[src/rtl/bpsr_pkg.sv]
// Purpose: Shared constants and carriers for the primary status register bank
// Assumes: Byte-addressed configuration access, 16-bit data path
// Notes: Offsets are configuration byte addresses
package bpsr_pkg;
    // ==========================================================
    // Register map
    localparam logic [7:0] BPSR_OFF_COMMAND = 8'h04;
    localparam logic [7:0] BPSR_OFF_STATUS = 8'h06;
    localparam logic [7:0] BPSR_OFF_REVISION = 8'h08;
    // ==========================================================
    // Status field positions
    localparam int BPSR_BIT_DET_PAR = 15;
    localparam int BPSR_BIT_SIG_SYS = 14;
    localparam int BPSR_BIT_RCV_MABT = 13;
    localparam int BPSR_BIT_RCV_TABT = 12;
    localparam int BPSR_BIT_SIG_TABT = 11;
    localparam int BPSR_BIT_DEVSEL_LO = 9;
    localparam int BPSR_BIT_DATA_PAR = 8;
    localparam int BPSR_BIT_FAST_B2B = 7;
    localparam int BPSR_BIT_USER_FEAT = 6;
    localparam int BPSR_BIT_CAP66 = 5;
    localparam int BPSR_BIT_CAP_LIST = 4;
    // Command field positions
    localparam int BPSR_CMD_BIT_PAR_RESP = 6;
    localparam int BPSR_CMD_BIT_SYS_ERR_EN = 8;
    // ==========================================================
    // Fixed values and reset values
    localparam logic [1:0] BPSR_DEVSEL_MEDIUM = 2'h1;
    localparam logic [15:0] BPSR_STATUS_RESET = 16'h0290;
    localparam logic [15:0] BPSR_COMMAND_RESET = 16'h0000;
    localparam logic [15:0] BPSR_COMMAND_WMASK = 16'h0367;
    localparam logic [15:0] BPSR_STATUS_W1C_MASK = 16'hF900;
    // Arbitrary neutral revision value
    localparam logic [7:0] BPSR_REVISION_DEFAULT = 8'h5A;

    typedef struct packed {
        logic parityDetected;
        logic systemErrorDriven;
        logic masterAbortReceived;
        logic targetAbortReceived;
        logic targetAbortSignalled;
        logic parityPinSeen;
        logic busMasterPhase;
    } bpsr_events_s;

    typedef struct packed {
        logic wrEn;
        logic rdEn;
        logic [7:0] addr;
        logic [15:0] wrData;
    } bpsr_cfg_s;
endpackage : bpsr_pkg

[src/rtl/bpsr_flag.sv]
// Purpose: One sticky write-one-to-clear status flag
// Assumes: Set and clear are single-cycle qualified strobes
// Notes: Set dominates clear in the same cycle
`timescale 1ns/1ps
module bpsr_flag (
    input wire logic refClk, // Clock
    input wire logic nrst, // Async reset, active low
    input wire logic clkEn, // Freeze when low
    input wire logic setEvt, // Hardware event
    input wire logic clrReq, // Software write of one
    output logic flagQ // Sticky flag
);
    logic flag_d;
    logic flag_q;

    always_comb begin
        flag_d = flag_q;
        if (clkEn && setEvt) begin
            flag_d = 1'b1; // Event wins over a same-cycle clear
        end else if (clkEn && clrReq) begin
            flag_d = 1'b0;
        end
    end

    always_ff @(posedge refClk or negedge nrst) begin
        if (!nrst) begin
            flag_q <= 1'b0;
        end else begin
            flag_q <= flag_d;
        end
    end

    assign flagQ = flag_q;
endmodule : bpsr_flag

[src/rtl/bpsr_cmd_ctl.sv]
// Purpose: Enable bits of the command register used by status logic
// Assumes: Write strobe already decoded for the command offset
// Notes: Only writable bits hold state, others read as zero
`timescale 1ns/1ps
module bpsr_cmd_ctl
    import bpsr_pkg::*;
(
    input wire logic refClk, // Clock
    input wire logic nrst, // Async reset, active low
    input wire logic clkEn, // Freeze when low
    input wire logic wrEn, // Command write strobe
    input wire logic [15:0] wrData, // Write data
    output logic [15:0] cmdQ // Command value
);
    logic [15:0] cmd_d;
    logic [15:0] cmd_q;

    always_comb begin
        cmd_d = cmd_q;
        if (clkEn && wrEn) begin
            cmd_d = wrData & BPSR_COMMAND_WMASK;
        end
    end

    // Enables reset to disabled
    always_ff @(posedge refClk or negedge nrst) begin
        if (!nrst) begin
            cmd_q <= BPSR_COMMAND_RESET;
        end else begin
            cmd_q <= cmd_d;
        end
    end

    assign cmdQ = cmd_q;
endmodule : bpsr_cmd_ctl

[src/rtl/bpsr_regs.sv]
// Purpose: Primary status and revision registers of a bridge header
// Assumes: Configuration accesses arrive synchronous to ref_clk, one per strobe
// Notes: Read data registered, valid the cycle after the read strobe
`timescale 1ns/1ps
// Contract
// - Writing 1 clears a status flag; writing 0 leaves it alone.
// - Bit 15 sets whenever a parity error is detected.
// - Bit 14 sets only when system error driver enabled and error driven.
// - Bit 13 sets when a bridge-initiated cycle ends in master abort.
// - Bit 12 sets when target abort ends a bridge-initiated cycle.
// - Bit 11 sets when the bridge ends a transaction with target abort.
// - Bits 10 to 9 read fixed 01b, medium select timing, unwritable.
// - Bit 8 sets on parity pin, bridge mastering, and response enabled.
// - Bit 7 reads 1, fast back-to-back target support.
// - Bit 6 reads 0, no user-definable features.
// - Bit 4 reads 1, capabilities list present.
// - Bits 3 to 0 read zero.
// - Read-only 8-bit revision identifier at offset 08h.
// - Command bit 6 enables parity response, zero after reset.
// - Command bit 8 enables the system error driver, zero after reset.
module bpsr_regs
    import bpsr_pkg::*;
#(
    parameter logic [7:0] REVISION = BPSR_REVISION_DEFAULT
) (
    input wire logic ref_clk, // Primary bus clock
    input wire logic nrst, // Async reset, active low
    input wire logic clkEn, // Freeze all state when low
    input wire bpsr_cfg_s cfg, // Configuration access
    input wire bpsr_events_s evt, // Error event strobes
    input wire logic high_speed_strap, // 66 MHz strap level
    output logic [15:0] rdData, // Registered read data
    output logic rdValid, // Read data valid pulse
    output logic [15:0] statusQ, // Live status view
    output logic parityRespEn, // Command parity response enable
    output logic sysErrEn // Command system error enable
);
    // ==========================================================
    // Address decode
    logic cmdWr;
    logic statusWr;
    logic [15:0] cmdQ;
    logic [4:0] flagSet;
    logic [4:0] flagClr;
    logic [4:0] flagVal;
    logic dataParFlag;
    logic strap_d;
    logic strap_q;
    logic [15:0] rd_d;
    logic [15:0] rd_q;
    logic rdv_d;
    logic rdv_q;

    always_comb begin
        cmdWr = 1'b0;
        statusWr = 1'b0;
        if (cfg.wrEn && cfg.addr == BPSR_OFF_COMMAND) begin
            cmdWr = 1'b1;
        end else if (cfg.wrEn && cfg.addr == BPSR_OFF_STATUS) begin
            statusWr = 1'b1;
        end
    end

    bpsr_cmd_ctl u_cmd (
        .refClk(ref_clk),
        .nrst(nrst),
        .clkEn(clkEn),
        .wrEn(cmdWr),
        .wrData(cfg.wrData),
        .cmdQ(cmdQ)
    );

    assign parityRespEn = cmdQ[BPSR_CMD_BIT_PAR_RESP];
    assign sysErrEn = cmdQ[BPSR_CMD_BIT_SYS_ERR_EN];

    // ==========================================================
    // Sticky error flags, index 4 down to 0 = bits 15 down to 11
    assign flagSet[4] = evt.parityDetected;
    assign flagSet[3] = evt.systemErrorDriven & sysErrEn;
    assign flagSet[2] = evt.masterAbortReceived;
    assign flagSet[1] = evt.targetAbortReceived;
    assign flagSet[0] = evt.targetAbortSignalled;
    assign flagClr = {5{statusWr}} & cfg.wrData[BPSR_BIT_DET_PAR:BPSR_BIT_SIG_TABT];

    genvar gi;
    generate
        for (gi = 0; gi < 5; gi++) begin : g_flag
            bpsr_flag u_flag (
                .refClk(ref_clk),
                .nrst(nrst),
                .clkEn(clkEn),
                .setEvt(flagSet[gi]),
                .clrReq(flagClr[gi]),
                .flagQ(flagVal[gi])
            );
        end
    endgenerate

    // All three conditions must coincide
    bpsr_flag u_data_par (
        .refClk(ref_clk),
        .nrst(nrst),
        .clkEn(clkEn),
        .setEvt(evt.parityPinSeen & evt.busMasterPhase & parityRespEn),
        .clrReq(statusWr & cfg.wrData[BPSR_BIT_DATA_PAR]),
        .flagQ(dataParFlag)
    );

    // ==========================================================
    // Strap sampled each cycle that clkEn is high; reset holds the low default
    always_comb begin
        strap_d = strap_q;
        if (clkEn) begin
            strap_d = high_speed_strap;
        end
    end

    always_ff @(posedge ref_clk or negedge nrst) begin
        if (!nrst) begin
            strap_q <= 1'b0;
        end else begin
            strap_q <= strap_d;
        end
    end

    // ==========================================================
    // Status composition
    always_comb begin
        statusQ = 16'h0000; // Reserved low bits stay zero
        statusQ[BPSR_BIT_DET_PAR:BPSR_BIT_SIG_TABT] = flagVal;
        statusQ[BPSR_BIT_DEVSEL_LO+1:BPSR_BIT_DEVSEL_LO] = BPSR_DEVSEL_MEDIUM;
        statusQ[BPSR_BIT_DATA_PAR] = dataParFlag;
        statusQ[BPSR_BIT_FAST_B2B] = 1'b1;
        statusQ[BPSR_BIT_USER_FEAT] = 1'b0;
        statusQ[BPSR_BIT_CAP66] = strap_q;
        statusQ[BPSR_BIT_CAP_LIST] = 1'b1;
    end

    // ==========================================================
    // Read path; unmapped offsets return zero
    always_comb begin
        rd_d = rd_q;
        rdv_d = rdv_q;
        if (clkEn) begin
            rdv_d = cfg.rdEn;
            if (!cfg.rdEn) begin
                rd_d = rd_q;
            end else if (cfg.addr == BPSR_OFF_COMMAND) begin
                rd_d = cmdQ;
            end else if (cfg.addr == BPSR_OFF_STATUS) begin
                rd_d = statusQ;
            end else if (cfg.addr == BPSR_OFF_REVISION) begin
                rd_d = {8'h00, REVISION};
            end else begin
                rd_d = 16'h0000;
            end
        end
    end

    always_ff @(posedge ref_clk or negedge nrst) begin
        if (!nrst) begin
            rd_q <= 16'h0000;
            rdv_q <= 1'b0;
        end else begin
            rd_q <= rd_d;
            rdv_q <= rdv_d;
        end
    end

    assign rdData = rd_q;
    assign rdValid = rdv_q;
endmodule : bpsr_regs

[config.mk]
export PLATFORM = sky130hd
export DESIGN_NAME = bpsr_regs
export DESIGN_NICKNAME = d
export VERILOG_FILES = /design/src/rtl/bpsr_pkg.sv /design/src/rtl/bpsr_flag.sv /design/src/rtl/bpsr_cmd_ctl.sv /design/src/rtl/bpsr_regs.sv
export SDC_FILE = /design/constraint.sdc
export NUM_CORES = 1
export LEC_CHECK = 0
export BUFFER_PORTS_ARGS = -buffer_cell sky130_fd_sc_hd__buf_4
export CAP_MARGIN = 20
export CORE_MARGIN = 1.5
export CORE_UTILIZATION = 48
export DETAILED_ROUTE_END_ITERATION = 7
export PLACE_DENSITY = 0.84
export SLEW_MARGIN = 5
export SYNTH_ARGS = -nofsm -noshare
export SYNTH_HDL_FRONTEND = slang
export SYNTH_SLANG_ARGS = --single-unit
[constraint.sdc]
create_clock -name ref_clk -period 1.9 [get_ports ref_clk]
set_input_delay 0.095 -clock ref_clk [delete_from_list [all_inputs] [get_ports ref_clk]]
set_output_delay 0.095 -clock ref_clk [all_outputs]
set_load 0.05 [all_outputs]
# [Word-level counts from Yosys, hierarchy flattened]
# Cells that the tools add are included.
[classes] mul=0 add_sub_neg=0 shifts=0 mux=18 bitwise=5 n_reduce_logical=22 magnitude_cmp=0 eq_ne=3 div=0
[op_table] cell="two-way mux 16 bit" count=2
[op_table] cell="equality test 8 x 3 -> 1 bit, second input constant" count=2
[op_table] cell="logical AND 1 bit" count=15
[op_table] cell="two-way mux 1 bit" count=15
[op_table] cell="nonzero test 2 bit" count=6
[op_table] cell="equality test 8 x 4 -> 1 bit, second input constant" count=1
[op_table] cell="two-way mux 7 bit" count=1
[op_table] cell="bitwise AND 5 bit" count=1
[op_table] cell="bitwise AND 1 bit" count=4
[op_table] cell="AND reduction 2 bit" count=1
[totals] out_inout_bits=35 ramBits=0 latchBits=0 inputBits=37 mem_bits_ro=0 memories=0 ff_bits=31

# [Longest topological paths before layout]
# Gate-level depths: netlist (run 1).
[logic_depth] word_depth=8 mapped_depth=5

# [By module]
# A second synthesis (run 1) with hierarchy kept.
[hier_totals] hier_cells=149 hier_area_um2=1591.5
[modules_own_cells] mod="bpsr_regs" cells_per_inst=106 n_inst=1 area_each_um2=1034.7
[modules_own_cells] mod="bpsr_cmd_ctl" cells_per_inst=25 n_inst=1 area_each_um2=331.6
[modules_own_cells] mod="bpsr_flag" cells_per_inst=3 n_inst=6 area_each_um2=37.5

# [Least setup slack after synthesis (run 1)]
# OpenSTA, ideal clock, no wires.
[synth_timing] path_type="input -> register" from="input cfg[21] (netlist bit)" to="register g_flag[4].u_flag.flag_q" arrival_time_ns=1.603 path_stages=4 slack_ns=0.171 cell_sequence="or4_4 or4_4 buf_6 a221o_1"
[synth_via] elab_chain_cells=7
[synth_rtl] element="from (decl)" line="bpsr_regs.sv:29" text="input wire bpsr_cfg_s cfg,"
[synth_rtl] element="equality test 8 x 3 -> 1 bit" line="bpsr_regs.sv:59" text="end else if (cfg.wrEn && cfg.addr == BPSR_OFF_STATUS) begin"
[synth_rtl] element="logical AND 1 bit" line="bpsr_regs.sv:59"
[synth_rtl] element="two-way mux 1 bit" line="bpsr_regs.sv:59"
[synth_rtl] element="two-way mux 1 bit (*)" line="bpsr_regs.sv:57" text="if (cfg.wrEn && cfg.addr == BPSR_OFF_COMMAND) begin"
[synth_rtl] element="bitwise AND 5 bit (*)" line="bpsr_regs.sv:83" text="assign flagClr = {5{statusWr}} & cfg.wrData[BPSR_BIT_DET_PAR:BPSR_BIT_SIG_TABT];"
[synth_rtl] element="logical AND 1 bit (*)" line="bpsr_flag.sv:20" text="end else if (clkEn && clrReq) begin"
[synth_rtl] element="nonzero test 2 bit (no source line) (*)"
[synth_rtl] element="to (signal assigned)" line="bpsr_flag.sv:29" text="flag_q <= flag_d;"
[synth_rtl] element="to (decl)" line="bpsr_flag.sv:14" text="logic flag_q;"
# Every way passes the cells marked *; elsewhere a longest branch is shown, timed or not.
# A chain may end at the register's enable or synchronous reset.

# [Worst setup path after layout (run 1)]
[layout_timing] from="input cfg[16] (netlist bit)" to="register rd_q[1], in the netlist rdData[1]"
[layout_via] elab_chain_cells=4
[layout_rtl] element="equality test 8 x 4 -> 1 bit" line="bpsr_regs.sv:152" text="end else if (cfg.addr == BPSR_OFF_REVISION) begin"
[layout_rtl] element="two-way mux 7 bit" line="bpsr_regs.sv:152"
[layout_rtl] element="two-way mux 16 bit" line="bpsr_regs.sv:150" text="end else if (cfg.addr == BPSR_OFF_STATUS) begin"
[layout_rtl] element="two-way mux 16 bit (*)" line="bpsr_regs.sv:148" text="end else if (cfg.addr == BPSR_OFF_COMMAND) begin"
[layout_rtl] element="to (signal assigned)" line="bpsr_regs.sv:165" text="rd_q <= rd_d;"
[layout_rtl] element="to (decl)" line="bpsr_regs.sv:50" text="logic [15:0] rd_q;"
# Marks and branches as above.

==> results of run 1 <==
kinds of logic (layout without fill, tap and decap cells):
family,Yosys count,after routing
other cells,2,10
simple gates,26,26
compound gates,24,24
buf+inv,23,83
mux,8,8
flops,30,30
path summary, 6_finish.rpt:
path / startpoint / endpoint / slack (ps)
max: cfg[16] / rdData[1]$_DFFE_PN0P_ / 330
max reg2reg: g_flag[1].u_flag.flagQ$_DFFE_PN0P_ / g_flag[1].u_flag.flagQ$_DFFE_PN0P_ / 960
max in group asynchronous: nrst / rdData[4]$_DFFE_PN0P_ / 1410
min: evt[2] / g_flag[0].u_flag.flagQ$_DFFE_PN0P_ / 20
min reg2reg: rdData[7]$_DFFE_PN0P_ / rdData[7]$_DFFE_PN0P_ / 490
min in group asynchronous: nrst / rdData[11]$_DFFE_PN0P_ / 220
registers in the layout, indices dropped and copies added (netlist names):
| signal | count |
|---|---|
| rdData | 15 |
| strap_q | 1 |
| u_cmd.cmdQ | 7 |
| rdValid | 1 |
| u_data_par.flagQ | 1 |
| g_flag.u_flag.flagQ | 5 |
worst max-delay path: stages:
cell and delay [ps]:
dlygate4sd3_1 530, buf_4 160, or3_2 500, nor3_1 210, buf_4 180, a221o_1 150
per-layer routing:
layer  GRT usage  wire (µm)  up-vias
li1            -          -      524
met1       0.253       1220      558
met2       0.353       1600       64
met3      0.0862        316        6
met4      0.0598         41        0
met5           0          0        -
metrics by stage:
step | hold slack, ps | instances
final | 15.7 | 212
after global routing | 0.0868 | 212
after CTS | 0.815 | 210
after detailed placement | 35.5 | 192
after global placement | 30.6 | 192
after floorplan | -201 | 121
cells in the final DEF, fill, tap and decap left out, types with 3 or more instances in the layout:
cell type,Yosys,layout
nand2_1,4,4
conb_1,2,10
a221o_1,9,9
mux2_2,8,8
nand3b_1,3,3
clkbuf_4,0,5
dlygate4sd3_1,0,12
inv_1,3,3
buf_4,17,60
nor2b_1,4,4
dfrtp_1,30,30
a22o_1,7,7
area by class of cell:
type | instances | share of cell area
flip-flops and latches | 30 | 0.384
repair buffers | 72 | 0.292
multi-input cells | 68 | 0.268
clock buffers | 7 | 0.0282
well taps | 31 | 0.0198
inverters | 3 | 0.00576
clock inverters | 1 | 0.00256
power breakdown:
part | switching [W] | total (W) | leakage [nW] | internal, W
clock | 0.000204 | 0.000383 | 0.0353 | 0.000179
sequential | 0.00000680 | 0.000655 | 0.383 | 0.000648
combinational | 0.000124 | 0.000206 | 0.572 | 0.0000824
total | 0.000335 | 0.00124 | 0.991 | 0.000909
==> results by group, run 1 <==
Status
  • Status: complete, no violations

Global route
  • Largest net degree at the start of global routing: 31
  • Vias in the first global route: 1,132
  • GRT Overall Usage: 0.211
  • First-pass GRT wire length: 5.23 mm
  • Initial antenna violation count: 0
  • Grt total ovfl: 0

Clock tree
  • Resize count post-CTS: 0
  • Deepest clock path buffer count: 2
  • Clk_lat worst skew: 320 ps
  • Total CTS buffers: 5
  • Clk root buf: clkbuf_4
  • Clock sink count: 30
  • TritonCTS clock tree: built
  • Setup Buffers After CTS: 0
  • H-tree level count: 2
  • CTS hold repair buffers: 10
  • Clock slew at reported path FFs: approximately 90 ps

STA
  • Max Slew Vio Count: 0
  • Slew @ Worst Pin: between 500 and 600 ps
  • TNS Setup: 0 ps
  • Max-slew headroom: 0.621
  • Final setup fails: 0
  • Max Clock Freq: between 0.6 and 0.7 GHz
  • Final worst path period need: 1570 ps
  • Period utilization: 0.825
  • Setup ws final: about 330 ps
  • Final Hold Viols: 0
  • Clk_skew: 2.79 ps
  • RSZ-0062 raised after global routing: no

Detailed routing
  • TritonRoute pass-1 iters: 6
  • DRC: 0
  • Vias post-DR: 1,152
  • Detailed Route WL: 3.18 mm
  • Wire per inst: 15.0 µm
  • Starting DRT DRC Count: 61
  • Vias per cell: 5.43
  • Post-DRT Antenna Nets: 0

Place
  • Post-DP Area: 1780 µm²
  • Port buffer count: 57
  • DP Wirelength: roughly 2.2 mm
  • DP Worst Slack: roughly 70 ps
  • Gpl congestion: 0.793

Final layout
  • Register area: approximately 750 µm²
  • Final nets: ~220
  • Diode count: 0
  • Post-Route Utilization: 0.709
  • Synth-to-layout area growth: 39.4%
  • Share of cells above drive strength 1: 0.453
  • Multi-input gate area: around 520 µm²
  • Finished Cell Area: between 1500 and 2000 µm²
  • Filler cell count in the final layout: 203

Synthesis
  • Syn. warnings: 0
  • Post-synth EDFFs: 0
  • Post-synthesis xor/xnor area fraction: 0
  • Asr flop ratio synth: 1.00
  • Adder and majority gate portion of the synthesized area: 0
  • Syn Std Cell Area: 1400 µm²
  • Synth Register Bits: 30
  • Seq/Total Area, Yosys: 0.535
  • Compound-Gate Fraction of Synth Area: 0.150
  • Synth top area share: 0.535
  • Syn_area_per_cell: about 12 µm²
  • Synth area leader: dfrtp_1
  • Main combinational cell family by area after synthesis: compound AO/OA/AOI/OAI gates
  • Leading post-synthesis cells by cell area: dfrtp_1 54%, buf_4 9.1%, a221o_1 6.4%, mux2_2 6.4%, a22o_1 4.4%
  • Cells after Synth: 113
  • Synth Flop Type: dfrtp_1
  • Synth cell count leaders: 30 x dfrtp_1, 17 x buf_4, 9 x a221o_1, 8 x mux2_2, 7 x a22o_1
  • Post-synthesis cell type count: 29
  • Post-synthesis mux area share: 0.0642
  • Most common cell in the netlist: dfrtp_1
  • Simple-gate portion of the synthesized area: 0.133

Floorplan
  • Die Ht: 57.1 µm
  • # rows: 19
  • Starting Density: 0.509
  • DIE AREA: 3260 µm²
  • Core box area: 2760 µm²
  • Ports: 72
  • Die width: 57.1 µm

Power
  • Power Density: 636 nW/µm²
  • Total chip power: around 0.0012 W
  • Max VDD drop: 0.000634 V
  • P_leak: 0.991 nW

Setup path
  • WP data required: roughly 2200 ps
  • Type of origin of the critical path: input pin
  • Peak fanout along the critical path: 7
  • Crit path kind: input pin to flop
  • Data arrival time of the worst path: 1830 ps
  • R2R depth: 2
  • CP endpoint kind: flop

Min path
  • Hold Path Depth: 2
  • Worst min-delay path class: input pin to flop

Run
  • Max capacitance violation total: 0
No activity file was read; power rests on OpenSTA's default activity.
==> run 2: changes to the inputs <==
Settings changed: CORE_UTILIZATION 48 to 40, PLACE_DENSITY 0.84 to 0.75.
Clock period 1.9 ns to 1.42 ns, I/O delays scaled along.
==> run 2 against run 1 <==
  * Routed wire length is 7.7% higher
  * First-iteration DRC count is 21% higher
  * Critical path depth is 1 lower
  * Utilization is 8.6 points lower
  * Power is 31% higher
  * Combinational power is 44% higher
  * Clock power is 19% higher
  * Setup slack worse by 270 ps
  * Count of clock-buffer cells in the layout is 2 lower
==> results by group, run 2 (synthesis results as in run 1) <==
Global route
  • GR Layer Usage met1: 0.230 (was 0.253)
  • First-pass GRT wire length: 5.87 mm (was 5.23 mm)
  • GRT Overall Usage: 0.192 (was 0.211)
  • Initial antenna violation count: 0 (unchanged)
  • Grt peak-use layer: met2 (unchanged)
  • GR Layer Usage met3: 0.0761 (was 0.0862)
  • Largest net degree at the start of global routing: 31 (unchanged)
  • Global routing usage on met2: 0.313 (was 0.353)
  • Grt total ovfl: 0 (unchanged)
  • Vias in the first global route: 1,253 (was 1,132)

STA
  • Max Slew Vio Count: 0 (unchanged)
  • Clk_skew: 4.79 ps (was 2.79 ps)
  • RSZ-0062 raised after global routing: no (unchanged)
  • Period utilization: 0.959
  • Max Clock Freq: 0.734 GHz
  • Hold WS: 53.6 ps (was 15.7 ps)
  • Final worst path period need: 1360 ps
  • Final Hold Viols: 0 (unchanged)
  • Final setup fails: 0 (unchanged)

Setup path
  • Data arrival time of the worst path: 1580 ps (was 1830 ps)
  • Peak fanout along the critical path: 7 (unchanged)
  • Critical Path Max Stage Delay: 560 ps (was 530 ps)
  • Crit path kind: input pin to flop (unchanged)
  • Flop-to-flop setup slack: 480 ps (was 960 ps)
  • Reg2reg start: g_flag[2].u_flag.flagQ$_DFFE_PN0P_ (was g_flag[1].u_flag.flagQ$_DFFE_PN0P_)
  • WP data required: 1640 ps (was 2160 ps)
  • Type of origin of the critical path: input pin (unchanged)
  • Crit-path slowest cell: or4_4 (was dlygate4sd3_1)
  • R2R depth: 2 (unchanged)
  • CP cell instances: buf_4, or4_4, nor4_4, buf_12, mux2_2 (was dlygate4sd3_1, buf_4, or3_2, nor3_1, buf_4, a221o_1)
  • R2r endpoint: g_flag[2].u_flag.flagQ$_DFFE_PN0P_ (was g_flag[1].u_flag.flagQ$_DFFE_PN0P_)
  • CP endpoint kind: flop (unchanged)

Clock tree
  • Clock sink count: 30 (unchanged)
  • Clock slew at reported path FFs: 90 ps (about the same)
  • Total CTS buffers: 5 (unchanged)
  • TritonCTS clock tree: built (unchanged)
  • H-tree level count: 2 (unchanged)
  • Deepest clock path buffer count: 2 (unchanged)
  • Resize count post-CTS: 0 (unchanged)
  • Clk root buf: clkbuf_4 (unchanged)
  • Clk_lat worst skew: 330 ps (was 320 ps)

Detailed routing
  • Starting DRT DRC Count: 74 (was 61)
  • Post-DRT Antenna Nets: 0 (unchanged)
  • Detailed Route WL: 3.42 mm (was 3.18 mm)
  • DRC: 0 (unchanged)
  • Vias post-DR: 1,159 (was 1,152)
  • Vias per cell: 4.93 (was 5.43)
  • TritonRoute pass-1 iters: 4 (was 6)
  • Wire per inst: 14.6 µm (was 15.0 µm)

Final layout
  • Register area: 751 µm² (unchanged)
  • Synth-to-layout area growth: 48.4% (was 39.4%)
  • Number of flip-flops in the largest register: 15 (unchanged)
  • Share of cells above drive strength 1: 0.476 (was 0.453)
  • Non-Filler Instances: 235 (was 212)
  • Commonest non-fill, non-tap cell in the layout: buf_4 (unchanged)
  • Commonest cells after routing, fill and taps aside: 66 x buf_4, 30 x dfrtp_1, 14 x dlygate4sd3_1, 10 x conb_1, 9 x a221o_1 (was 60 x buf_4, 30 x dfrtp_1, 12 x dlygate4sd3_1, 10 x conb_1, 9 x a221o_1)
  • Final nets: 226 (was 217)
  • Filler cell count in the final layout: 282 (was 203)
  • Finished Cell Area: 2080 µm² (was 1960 µm²)
  • Multi-input gate area: 558 µm² (was 524 µm²)
  • Diode count: 0 (unchanged)

Status
  • Status: complete, no violations (unchanged)

Place
  • DP Cell Count: 214 (was 192)
  • Port buffer count: 57 (unchanged)
  • Post-DP Area: 1890 µm² (was 1780 µm²)
  • DP Wirelength: 2.47 mm (was 2.24 mm)
  • Gpl congestion: 0.875 (was 0.793)

Floorplan
  • Die Ht: 62.2 µm (was 57.1 µm)
  • # rows: 21 (was 19)
  • Core box area: 3340 µm² (was 2760 µm²)
  • Die width: 62.2 µm (was 57.1 µm)
  • Starting Density: 0.420 (was 0.509)
  • DIE AREA: 3870 µm² (was 3260 µm²)
  • Ports: 72 (unchanged)

Run
  • Max capacitance violation total: 0 (unchanged)

Min path
  • Hold Path End: u_data_par.flagQ$_DFFE_PN0P_ (was g_flag[0].u_flag.flagQ$_DFFE_PN0P_)
  • Hold Path Depth: 3 (was 2)
  • HP Start: evt[1] (was evt[2])
  • Worst min-delay path class: input pin to flop (unchanged)

Power
  • Max VDD drop: 0.000460 V (was 0.000634 V)
  • Total chip power: 0.00163 W (was 0.00124 W)
  • P_leak: 1.05 nW (was 0.991 nW)
  • Power Density: 783 nW/µm² (was 636 nW/µm²)
==> run 2: critical path, delay by kind of cell <==
kind / cells / cell delay (ps)
and+or+nand+nor: 2 / 890
buffers and inverters: 2 / 290
muxes: 1 / 320
==> run 2: worst max path at each step <==
stage,start,to,slack (ps),depth (start not counted)
2_1_floorplan,cfg[22],g_flag[0].u_flag.flagQ$_DFFE_PN0P_,-280,4
3_5_place_dp,cfg[22],g_flag[4].u_flag.flagQ$_DFFE_PN0P_,-380,4
6_report,cfg[22],u_cmd.cmdQ[0]$_DFFE_PN0P_,60,5
4_1_cts,cfg[22],u_cmd.cmdQ[0]$_DFFE_PN0P_,60,5
5_1_grt,cfg[22],u_cmd.cmdQ[0]$_DFFE_PN0P_,40,5
3_3_place_gp,cfg[22],g_flag[0].u_flag.flagQ$_DFFE_PN0P_,-340,4
==> run 2: routing by layer <==
layer	wire (µm)	up-vias
met3	235	9
met2	1630	54
met1	1460	558
li1	-	538
met4	102	0
met5	0	-
==> run 2: power breakdown <==
group	switching, W	internal [W]	total (W)
combinational	0.000172	0.000124	0.000296
clock	0.000279	0.000177	0.000457
sequential	0.00000935	0.000867	0.000876
total	0.000460	0.00117	0.00163
==> run 2: per-stage QoR <==
step | util | setup TNS, ps | worst slack (ps)
floorplan | - | -2950 | -282
global placement | 0.567 | -4360 | -344
detailed placement | 0.567 | -5010 | -378
CTS | 0.624 | 0 | 63.5
global route | 0.624 | 0 | 44.4
finish | 0.624 | 0 | 58.2
==> run 2: area by class of cell <==
class                   instances  share of cell area
inverters                       3             0.00541
multi-input cells              68               0.268
repair buffers                 81               0.315
clock buffers                   5              0.0180
well taps                      46              0.0277
flip-flops and latches         30               0.361
clock inverters                 2             0.00481
==> run 2: timing repair <==
item                                    4_1_cts  5_1_grt
buffers inserted                              0        0
endpoints found under the setup margin        4        0
endpoints found under the hold margin        43        0
hold buffers                                 14        0
==> run 3: changes to the inputs <==
Settings changed: RECOVER_POWER set to 50.
==> run 3 against run 2 <==
  * Sequential share of layout area grew 0.64 points
  * Combinational power decreased by 1%
  * Hold slack better by 2.1 ps
==> results by group, run 3 (synthesis results as in run 1) <==
Status
  • Status: complete, no violations (unchanged)

STA
  • Clk_skew: 5.17 ps (was 4.79 ps)
  • Hold WS: 55.7 ps (was 53.6 ps)
  • Final worst path period need: 1360 ps (about the same)
  • RSZ-0062 raised after global routing: no (unchanged)
  • TNS Setup: 0 ps (unchanged)
  • Setup ws final: 55.4 ps (was 58.2 ps)
  • Period utilization: 0.961 (was 0.959)
  • Max-slew headroom: 0.508
  • Max Slew Vio Count: 0 (unchanged)
  • Final Hold Viols: 0 (unchanged)
  • Max Clock Freq: 0.733 GHz (was 0.734 GHz)
  • Final setup fails: 0 (unchanged)
  • Slew @ Worst Pin: between 700 and 800 ps

Detailed routing
  • Detailed Route WL: 3.45 mm (was 3.42 mm)
  • Starting DRT DRC Count: 69 (was 74)
  • Vias post-DR: 1,173 (was 1,159)
  • Post-DRT Antenna Nets: 0 (unchanged)
  • DRC: 0 (unchanged)
  • TritonRoute pass-1 iters: 4 (unchanged)
  • Wire per inst: 14.7 µm (was 14.6 µm)
  • Vias per cell: 4.99 (was 4.93)

Setup path
  • CP bufs+invs: 2 (unchanged)
  • WP data required: 1640 ps (about the same)
  • Flop-to-flop setup slack: 480 ps (about the same)
  • WP depth: 5 (unchanged)
  • Data arrival time of the worst path: 1590 ps (was 1580 ps)
  • Crit path from: cfg[22] (unchanged)
  • Critical Path Max Stage Delay: 560 ps (about the same)
  • Worst setup path end: u_cmd.cmdQ[0]$_DFFE_PN0P_ (unchanged)
  • CP endpoint kind: flop (unchanged)
  • Crit-path slowest cell: or4_4 (unchanged)
  • Type of origin of the critical path: input pin (unchanged)
  • R2r endpoint: g_flag[2].u_flag.flagQ$_DFFE_PN0P_ (unchanged)
  • Crit path kind: input pin to flop (unchanged)
  • Reg2reg start: g_flag[2].u_flag.flagQ$_DFFE_PN0P_ (unchanged)
  • Crit path max-delay family: simple AND/OR/NAND/NOR gates (unchanged)
  • R2R depth: 2 (unchanged)
  • CP cell instances: buf_4, or4_4, nor4_4, buf_12, mux2_2 (unchanged)
  • Peak fanout along the critical path: 7 (unchanged)

Floorplan
  • Die Ht: 62.2 µm (unchanged)
  • DIE AREA: 3870 µm² (unchanged)
  • Die width: 62.2 µm (unchanged)
  • Core box area: 3340 µm² (unchanged)
  • # rows: 21 (unchanged)
  • Ports: 72 (unchanged)
  • Starting Density: 0.420 (unchanged)

Final layout
  • Finished Cell Area: 2040 µm² (was 2080 µm²)
  • Share of cells above drive strength 1: 0.450 (was 0.476)
  • Commonest cells after routing, fill and taps aside: 54 x buf_4, 30 x dfrtp_1, 14 x dlygate4sd3_1, 10 x conb_1, 9 x a221o_1 (was 66 x buf_4, 30 x dfrtp_1, 14 x dlygate4sd3_1, 10 x conb_1, 9 x a221o_1)
  • Post-Route Utilization: 0.613 (was 0.624)
  • Synth-to-layout area growth: 45.8% (was 48.4%)
  • Final nets: 226 (unchanged)
  • Number of flip-flops in the largest register: 15 (unchanged)
  • Commonest non-fill, non-tap cell in the layout: buf_4 (unchanged)
  • Diode count: 0 (unchanged)

Place
  • Port buffer count: 57 (unchanged)
  • DP Worst Slack: -378 ps (unchanged)
  • Gpl congestion: 0.875 (unchanged)
  • DP Wirelength: 2.47 mm (unchanged)
  • Post-DP Area: 1890 µm² (unchanged)

Global route
  • Grt total ovfl: 0 (unchanged)
  • GRT Overall Usage: 0.192 (unchanged)
  • Largest net degree at the start of global routing: 31 (unchanged)
  • Initial antenna violation count: 0 (unchanged)
  • Vias in the first global route: 1,253 (unchanged)
  • First-pass GRT wire length: 5.87 mm (unchanged)

Clock tree
  • Clock sink count: 30 (unchanged)
  • Total CTS buffers: 5 (unchanged)
  • Resize count post-CTS: 0 (unchanged)
  • Clk_lat worst skew: 320 ps (was 330 ps)
  • Clk root buf: clkbuf_4 (unchanged)
  • Deepest clock path buffer count: 2 (unchanged)
  • Clock slew at reported path FFs: 90 ps (about the same)
  • TritonCTS clock tree: built (unchanged)
  • H-tree level count: 2 (unchanged)

Run
  • Max capacitance violation total: 0 (unchanged)

Min path
  • Worst min-delay path class: input pin to flop (unchanged)

Power
  • Max VDD drop: 0.000461 V (was 0.000460 V)
  • P_leak: 1.02 nW (was 1.05 nW)
  • Power Density: 794 nW/µm² (was 783 nW/µm²)
-- run 3: area by class of cell --
cell class	instances	area, µm²
timing repair buffer	81	619
sequential	30	751
fill	294	1290
tap	46	57.6
clock inverter	2	10.0
multi-input combinational	68	558
clock buffer	5	37.5
inverter	3	11.3
-- run 3: repair_timing --
item,in CTS,in global routing
endpoints found under the setup margin,4,0
endpoints found under the hold margin,43,0
setup buffers,0,0
hold buffers,14,0
-- run 3: layer usage --
metal,track usage,routed length [µm]
met5,0,0
met4,0.0722,102
met3,0.0761,269
met2,0.313,1600
met1,0.230,1480
-- run 3: stage by stage --
| stage | total power [W] | cells |
|---|---|---|
| global placement | 0.00115 | 214 |
| detailed placement | 0.00116 | 214 |
| finish | 0.00162 | 235 |
| floorplan | 0.00106 | 121 |
| CTS | 0.00165 | 235 |
| global route | 0.00170 | 235 |
-- run 3: where the power goes --
| part | total [W] | switching, W | internal, W |
|---|---|---|---|
| registers | 0.000876 | 0.00000934 | 0.000867 |
| clock network | 0.000455 | 0.000277 | 0.000177 |
| logic | 0.000292 | 0.000172 | 0.000119 |
| total | 0.00162 | 0.000459 | 0.00116 |
-- run 3: worst register-to-register path, stage by stage, from the launching register on --
cell	delay [ps]
dfrtp_1	420
nor2b_1	150
a221o_1	260
-- run 3: worst min path at each step --
stage	from	to	slack, ps	depth (start not counted)
after floorplan	nrst	g_flag[0].u_flag.flagQ$_DFFE_PN0P_	-220	0
after global placement	nrst	g_flag[1].u_flag.flagQ$_DFFE_PN0P_	7	1
after detailed placement	nrst	g_flag[4].u_flag.flagQ$_DFFE_PN0P_	20	1
after CTS	evt[1]	u_data_par.flagQ$_DFFE_PN0P_	40	3
after global routing	evt[1]	u_data_par.flagQ$_DFFE_PN0P_	40	3
final	evt[1]	u_data_par.flagQ$_DFFE_PN0P_	60	3
